===== config.mk =====
export PLATFORM = sky130hd
export DESIGN_NAME = dofs_selector
export DESIGN_NICKNAME = d
export VERILOG_FILES = /design/src/core/dofs_pkg.sv /design/src/core/dofs_band.sv /design/src/core/dofs_hyst.sv /design/src/core/dofs_selector.sv
export SDC_FILE = /design/constraint.sdc
export NUM_CORES = 2
export LEC_CHECK = 0
export BUFFER_PORTS_ARGS = -buffer_cell sky130_fd_sc_hd__buf_4
export CORE_MARGIN = 3
export CORE_UTILIZATION = 46
export DETAILED_ROUTE_END_ITERATION = 8
export SLEW_MARGIN = 20
export SYNTH_ARGS = -nofsm -noshare
export SYNTH_HDL_FRONTEND = slang
export SYNTH_SLANG_ARGS = --single-unit

===== constraint.sdc =====
create_clock -name sys_clk_in -period 29 [get_ports sys_clk_in]
set_input_delay 2.9 -clock sys_clk_in [delete_from_list [all_inputs] [get_ports sys_clk_in]]
set_output_delay 2.9 -clock sys_clk_in [all_outputs]
set_load 0.02 [all_outputs]

===== src/core/dofs_pkg.sv =====
// Package with widths, function codes and scaling for the output selector.
package dofs_pkg;
  localparam int DOFS_FREQ_W = 16;
  localparam int DOFS_CUR_W = 16;
  localparam int DOFS_AI_W = 12;
  localparam int DOFS_TIME_W = 16;
  localparam int DOFS_PCT_W = 8;
  localparam int DOFS_CODE_W = 6;
  // Band and hysteresis factors are in tenths of a percent (0 to 1023).
  localparam int DOFS_PCT_SCALE = 1000;
  localparam logic [DOFS_CODE_W-1:0] FN_AI_COMPARE = 6'h10;
  localparam logic [DOFS_CODE_W-1:0] FN_UPPER_LIMIT = 6'h11;
  localparam logic [DOFS_CODE_W-1:0] FN_LOWER_LIMIT = 6'h12;
  localparam logic [DOFS_CODE_W-1:0] FN_UNDERVOLT = 6'h13;
  localparam logic [DOFS_CODE_W-1:0] FN_COMM = 6'h14;
  localparam logic [DOFS_CODE_W-1:0] FN_POSITION_DONE = 6'h15;
  localparam logic [DOFS_CODE_W-1:0] FN_PROXIMITY = 6'h16;
  localparam logic [DOFS_CODE_W-1:0] FN_ZERO_SPEED = 6'h17;
  localparam logic [DOFS_CODE_W-1:0] FN_POWERON_TIME = 6'h18;
  localparam logic [DOFS_CODE_W-1:0] FN_FREQ_DETECT = 6'h19;
  localparam logic [DOFS_CODE_W-1:0] FN_FREQ_BAND_ONE = 6'h1A;
  localparam logic [DOFS_CODE_W-1:0] FN_FREQ_BAND_TWO = 6'h1B;
  localparam logic [DOFS_CODE_W-1:0] FN_CUR_BAND_ONE = 6'h1C;
  localparam logic [DOFS_CODE_W-1:0] FN_CUR_BAND_TWO = 6'h1D;
  localparam logic [DOFS_CODE_W-1:0] FN_TIMING = 6'h1E;
  localparam logic [1:0] LOWER_ACT_RUN_LOWER = 2'h0;
  localparam logic [1:0] LOWER_ACT_STOP = 2'h1;
  localparam logic [1:0] LOWER_ACT_RUN_ZERO = 2'h2;
  localparam logic DOFS_OUT_RESET = 1'h0;
  localparam logic DOFS_COMM_RESET = 1'h0;
  localparam logic DOFS_HYST_RESET = 1'h0;
endpackage


===== src/core/dofs_band.sv =====
// Band check: value within centre plus or minus width times reference.
`timescale 1ns/1ps
module dofs_band
  import dofs_pkg::*;
(
  input wire logic [15:0] value_in,
  input wire logic [15:0] centre_in,
  input wire logic [DOFS_PCT_W+1:0] width_in,
  input wire logic [15:0] reference_in,
  output logic inside_out
);
  logic [27:0] prod;
  logic [17:0] span;
  logic [17:0] low;
  logic [17:0] high;
  always_comb begin
    prod = 28'(reference_in) * 28'(width_in);
    span = 18'(prod / 28'(DOFS_PCT_SCALE));
    // saturating lower bound
    // Lower bound saturates at zero; both ends are inside.
    low = (span > 18'(centre_in)) ? 18'h0 : 18'(centre_in) - span;
    high = 18'(centre_in) + span;
    inside_out = (18'(value_in) >= low) && (18'(value_in) <= high);
  end
endmodule // dofs_band


===== src/core/dofs_hyst.sv =====
// Level detector with hysteresis below the detection value.
`timescale 1ns/1ps
module dofs_hyst
  import dofs_pkg::*;
(
  input wire logic [15:0] value_in,
  input wire logic [15:0] level_in,
  input wire logic [DOFS_PCT_W+1:0] hyst_in,
  input wire logic state_in,
  output logic next_out
);
  logic [27:0] prod;
  logic [16:0] drop;
  logic [15:0] release_lvl;
  always_comb begin
    prod = 28'(level_in) * 28'(hyst_in);
    drop = 17'(prod / 28'(DOFS_PCT_SCALE));
    // A factor above 100 percent would push the release level below zero.
    release_lvl = (drop > 17'(level_in)) ? 16'h0 : 16'(17'(level_in) - drop);
    if (value_in > level_in) begin
      next_out = 1'b1;
    end else if (value_in < release_lvl) begin
      next_out = 1'b0;
    end else begin
      next_out = state_in;
    end
  end
endmodule // dofs_hyst


===== src/core/dofs_selector.sv =====
// Function selector for one multi-function digital output terminal.
`timescale 1ns/1ps
module dofs_selector
  import dofs_pkg::*;
(
  input wire logic sys_clk_in,
  input wire logic srst_in,
  input wire logic [DOFS_CODE_W-1:0] function_code_in,
  input wire logic [DOFS_AI_W-1:0] analog_input_one_in,
  input wire logic [DOFS_AI_W-1:0] analog_input_two_in,
  input wire logic [DOFS_FREQ_W-1:0] running_freq_in,
  input wire logic [DOFS_FREQ_W-1:0] upper_frequency_limit_in,
  input wire logic [DOFS_FREQ_W-1:0] lower_frequency_limit_in,
  input wire logic [1:0] below_lower_limit_action_in,
  input wire logic undervoltage_in,
  input wire logic comm_write_in,
  input wire logic comm_data_in,
  input wire logic positioning_done_in,
  input wire logic proximity_in,
  input wire logic running_in,
  input wire logic [DOFS_TIME_W-1:0] accumulated_poweron_time_in,
  input wire logic [DOFS_TIME_W-1:0] poweron_time_threshold_in,
  input wire logic [DOFS_FREQ_W-1:0] freq_detect_two_value_in,
  input wire logic [DOFS_PCT_W+1:0] freq_detect_two_hysteresis_in,
  input wire logic [DOFS_FREQ_W-1:0] maximum_frequency_in,
  input wire logic [DOFS_FREQ_W-1:0] freq_reach_one_value_in,
  input wire logic [DOFS_PCT_W+1:0] freq_reach_one_width_in,
  input wire logic [DOFS_FREQ_W-1:0] freq_reach_two_value_in,
  input wire logic [DOFS_PCT_W+1:0] freq_reach_two_width_in,
  input wire logic [DOFS_CUR_W-1:0] output_current_in,
  input wire logic [DOFS_CUR_W-1:0] rated_motor_current_in,
  input wire logic [DOFS_CUR_W-1:0] current_reach_one_level_in,
  input wire logic [DOFS_PCT_W+1:0] current_reach_one_width_in,
  input wire logic [DOFS_CUR_W-1:0] current_reach_two_level_in,
  input wire logic [DOFS_PCT_W+1:0] current_reach_two_width_in,
  input wire logic timing_function_enable_in,
  input wire logic [DOFS_TIME_W-1:0] current_run_time_in,
  input wire logic [DOFS_TIME_W-1:0] timing_duration_in,
  output logic terminal_out,
  output logic comm_state_out
);
  typedef struct packed {
    logic out;
    logic comm;
    logic hyst;
  } dofs_state_type;

  dofs_state_type state_q;
  dofs_state_type state_d;
  logic in_freq_one;
  logic in_freq_two;
  logic in_cur_one;
  logic in_cur_two;
  logic hyst_next;
  logic sel;

  dofs_band u_freq_one (
    .value_in(running_freq_in),
    .centre_in(freq_reach_one_value_in),
    .width_in(freq_reach_one_width_in),
    .reference_in(maximum_frequency_in),
    .inside_out(in_freq_one)
  );

  dofs_band u_freq_two (
    .value_in(running_freq_in),
    .centre_in(freq_reach_two_value_in),
    .width_in(freq_reach_two_width_in),
    .reference_in(maximum_frequency_in),
    .inside_out(in_freq_two)
  );

  dofs_band u_cur_one (
    .value_in(output_current_in),
    .centre_in(current_reach_one_level_in),
    .width_in(current_reach_one_width_in),
    .reference_in(rated_motor_current_in),
    .inside_out(in_cur_one)
  );

  dofs_band u_cur_two (
    .value_in(output_current_in),
    .centre_in(current_reach_two_level_in),
    .width_in(current_reach_two_width_in),
    .reference_in(rated_motor_current_in),
    .inside_out(in_cur_two)
  );

  dofs_hyst u_detect (
    .value_in(running_freq_in),
    .level_in(freq_detect_two_value_in),
    .hyst_in(freq_detect_two_hysteresis_in),
    .state_in(state_q.hyst),
    .next_out(hyst_next)
  );

  always_comb begin
    state_d = state_q;
    if (comm_write_in) begin
      state_d.comm = comm_data_in;
    end
    // The detector tracks the frequency even while another code is chosen.
    state_d.hyst = hyst_next;
    case (function_code_in)
      FN_AI_COMPARE: sel = analog_input_one_in > analog_input_two_in;
      FN_UPPER_LIMIT: sel = running_in &&
        (running_freq_in >= upper_frequency_limit_in);
      FN_LOWER_LIMIT: begin
        if (below_lower_limit_action_in == LOWER_ACT_STOP) begin
          sel = 1'b0;
        end else if (below_lower_limit_action_in == LOWER_ACT_RUN_LOWER ||
            below_lower_limit_action_in == LOWER_ACT_RUN_ZERO) begin
          sel = running_in &&
            (running_freq_in <= lower_frequency_limit_in);
        end else begin
          sel = 1'b0;
        end
      end
      FN_UNDERVOLT: sel = undervoltage_in;
      FN_COMM: sel = state_d.comm;
      FN_POSITION_DONE: sel = positioning_done_in;
      FN_PROXIMITY: sel = proximity_in;
      FN_ZERO_SPEED: sel = !running_in ||
        (running_freq_in == {DOFS_FREQ_W{1'b0}});
      FN_POWERON_TIME: sel =
        accumulated_poweron_time_in > poweron_time_threshold_in;
      FN_FREQ_DETECT: sel = hyst_next;
      FN_FREQ_BAND_ONE: sel = in_freq_one;
      FN_FREQ_BAND_TWO: sel = in_freq_two;
      FN_CUR_BAND_ONE: sel = in_cur_one;
      FN_CUR_BAND_TWO: sel = in_cur_two;
      FN_TIMING: sel = timing_function_enable_in &&
        (current_run_time_in >= timing_duration_in);
      default: sel = 1'b0;
    endcase
    state_d.out = sel;
  end

  always_ff @(posedge sys_clk_in) begin
    if (srst_in) begin
      state_q.out <= DOFS_OUT_RESET;
      state_q.comm <= DOFS_COMM_RESET;
      state_q.hyst <= DOFS_HYST_RESET;
    end else begin
      state_q <= state_d;
    end
  end

  assign terminal_out = state_q.out;
  assign comm_state_out = state_q.comm;
endmodule // dofs_selector


==> metrics.txt <==
Arr. time, crit path=27.33 ns; Tot GR Track Use=around a quarter; PortBufs=331; # setup viols final=0; critical path class=in -> reg; Post-synth EDFFs=0; global-route wire length before repair=302.4 mm; root buffer cell=clkbuf_16; CTS tree=done; Max Fanout on Critical Path=20; Yosys reg bits=3; worst flop-to-flop path startpoint=comm_state_out; syn nets=9,654; DRT Wirelength=186.1 mm; reg2reg setup slack=about 27 ns; slew margin rel.=between 20% and 30%; R2R cell count=7; end of the critical path=terminal_out; total CTS buffers=3; Max Slew Vio Count=0; Routed wire per std cell=18.78 µm; pin count of the biggest net entering global routing=23; Die W=367.7 µm; slowest CP cell=fa_1; post-synth cell types=roughly 150; Hold Path Class=reg -> reg; Cell Rows=132; Post-Syn Area per Cell=7.466 µm²; total congestion overflow=0; sequential-to-total area share from yosys stat=0.09979%; Yosys warnings=0; worst skew pair latency=~0.23 ns; DRT Pass-1 Iters=6; slew at the pin closest to its max-slew limit=1.079 ns; fin crit share=93.88%; layout cell share with drive strength beyond 1=9.446%; area grow syn2layout=7.250%; Fillers=13,054; GPL Wtd Cong=0.9512; Final Hold Viols=0; CTS sink count=3; slowest stage delay, CP=between 0.5 and 0.6 ns; Layout Nets=around 9,700; DRT iter0 DRCs=4,869; async set or reset register ratio after synthesis=0%; initial antenna violation count=25; setup_tns=0 ns; leading register cell type out of synthesis=dfxtp_1; die area=135,200 µm²; FF-to-FF End=terminal_out; H-tree levels=1; critical path startpoint category=input port; Crit. End Element=flop; vias=60,126; Setup crit start=rated_motor_current_in[13]; Clock transition at path regs=0.03 ns; Clock Skew=0.003907 ns; Placed Area=63,940 µm²; final setup margin=roughly 1.8 ns; Final HPWL DP=approximately 150 mm; clk buf depth=2; synthesized area=60,180 µm²; Gate Count Post-Synth=8,061; Setup WS pre-CTS=0.4821 ns; Crit path top cell by count=a21oi_1; crit path time final=27.22 ns; Initial Utilization=46.42%; outcome=finished clean; core area=129,600 µm²; Fin Hold WS=~0.7 ns; # IOs=333; Crit path required time=29.11 ns; fmax=36.73 MHz; post-route cell area=roughly 65,000 µm²; via density per instance=6.067; residual DRC count=0; worst hold path cell count=2; Final ANT Viol Nets=0; max cap viols=0; vias in the first global route=57,349; Die Y=367.7 µm
how the worst min path moves through the flow:
stage / start / to / slack, ns
after floorplan: state_q[0] / state_q[0] / 0.57
after global placement: comm_state_out / comm_state_out / 0.68
after detailed placement: comm_state_out / comm_state_out / 0.70
after CTS: comm_state_out / comm_state_out / 0.71
after global routing: comm_state_out / comm_state_out / 0.76
final: comm_state_out / comm_state_out / 0.71
cells by family after synthesis:
kind of cell	Yosys count	synth area share [%]
flip-flops	3	0.09980
adder cells (fa/ha/maj)	1271	33.36
AO/OA/AOI/OAI	2263	26.71
AND/OR/NAND/NOR	2895	24.34
multiplexers	125	2.235
buffers and inverters	1088	7.040
XOR/XNOR	416	6.216
cell usage after synthesis, types with 53 or more instances:
cell type | count | area (µm²)
ha_1 | 703 | 8796
o31ai_1 | 53 | 397.9
fa_1 | 559 | 11190
and2_1 | 476 | 2978
xnor2_1 | 299 | 2619
xor2_1 | 108 | 945.9
mux2i_1 | 88 | 880.8
or3_1 | 66 | 412.9
nor3_1 | 180 | 900.9
nor2_1 | 501 | 1881
nand3_1 | 173 | 865.8
o21a_1 | 78 | 585.6
nor4_1 | 65 | 406.6
nand4_1 | 84 | 525.5
inv_1 | 765 | 2872
nand2_1 | 886 | 3326
nand2b_1 | 91 | 569.3
o211ai_1 | 99 | 743.2
nor2b_1 | 81 | 506.7
buf_2 | 56 | 280.3
a211oi_1 | 94 | 705.7
o21bai_1 | 124 | 930.9
o21ai_0 | 339 | 1697
a31oi_1 | 84 | 525.5
a21o_1 | 173 | 1299
and3_1 | 66 | 412.9
clkbuf_1 | 224 | 840.8
or2_2 | 60 | 375.4
a21oi_1 | 486 | 2432
sequential cells by signal, summed over array words and instances, names as in the netlist:
name	cells
comm_state_out	1
state_q	1
terminal_out	1
per-stage QoR:
stage | utilization, % | std cells
after floorplan | - | 8061
after global placement | 49.32 | 9882
after detailed placement | 49.32 | 9882
after CTS | 49.38 | 9886
after global routing | 49.78 | 9907
final | 49.78 | 9910
cell type report:
class / instances / area [µm²] / share of cell area (%)
Antenna cell: 16 / 40.04 / 0.06203
Tap cell: 1742 / 2180 / 3.377
Timing Repair Buffer: 386 / 2898 / 4.490
Multi-Input combinational cell: 6970 / 56320 / 87.25
Clock buffer: 4 / 78.83 / 0.1221
Sequential cell: 3 / 60.06 / 0.09305
Inverter: 789 / 2972 / 4.604
per-layer routing:
layer	track usage (%)	wire (µm)	part of all wire (%)
met4	4.364	2845	1.5
met5	0	57	0.031
met2	43.20	83900	45
met1	38.76	88670	48
met3	1.691	10640	5.7
cells in the final DEF (no fill, tap or decap), types with 173 or more instances in the layout:
master and count:
a21o_1 173, a21oi_1 485, and2_1 476, buf_4 386
fa_1 559, ha_1 703, inv_1 765, nand2_1 885
nor2_1 495, nor3_1 174, o21ai_0 339, xnor2_1 290
timing repair:
action,in CTS,in global routing
hold buffers,0,0
endpoints found under the setup margin,0,1
resized for setup,0,79
setup buffers,0,8
critical path, delay by kind of cell:
| family | cells | cell delay, ns |
|---|---|---|
| multiplexers | 4 | 1.20 |
| AND/OR/NAND/NOR | 26 | 4.22 |
| XOR/XNOR | 4 | 1.25 |
| AO/OA/AOI/OAI | 53 | 12.01 |
| adder cells (fa/ha/maj) | 9 | 3.69 |
| buffers and inverters | 13 | 1.94 |
Power is left out: the tool's default activity adds up to more than one toggle a clock period on the data nets, which glitch-free logic cannot reach.
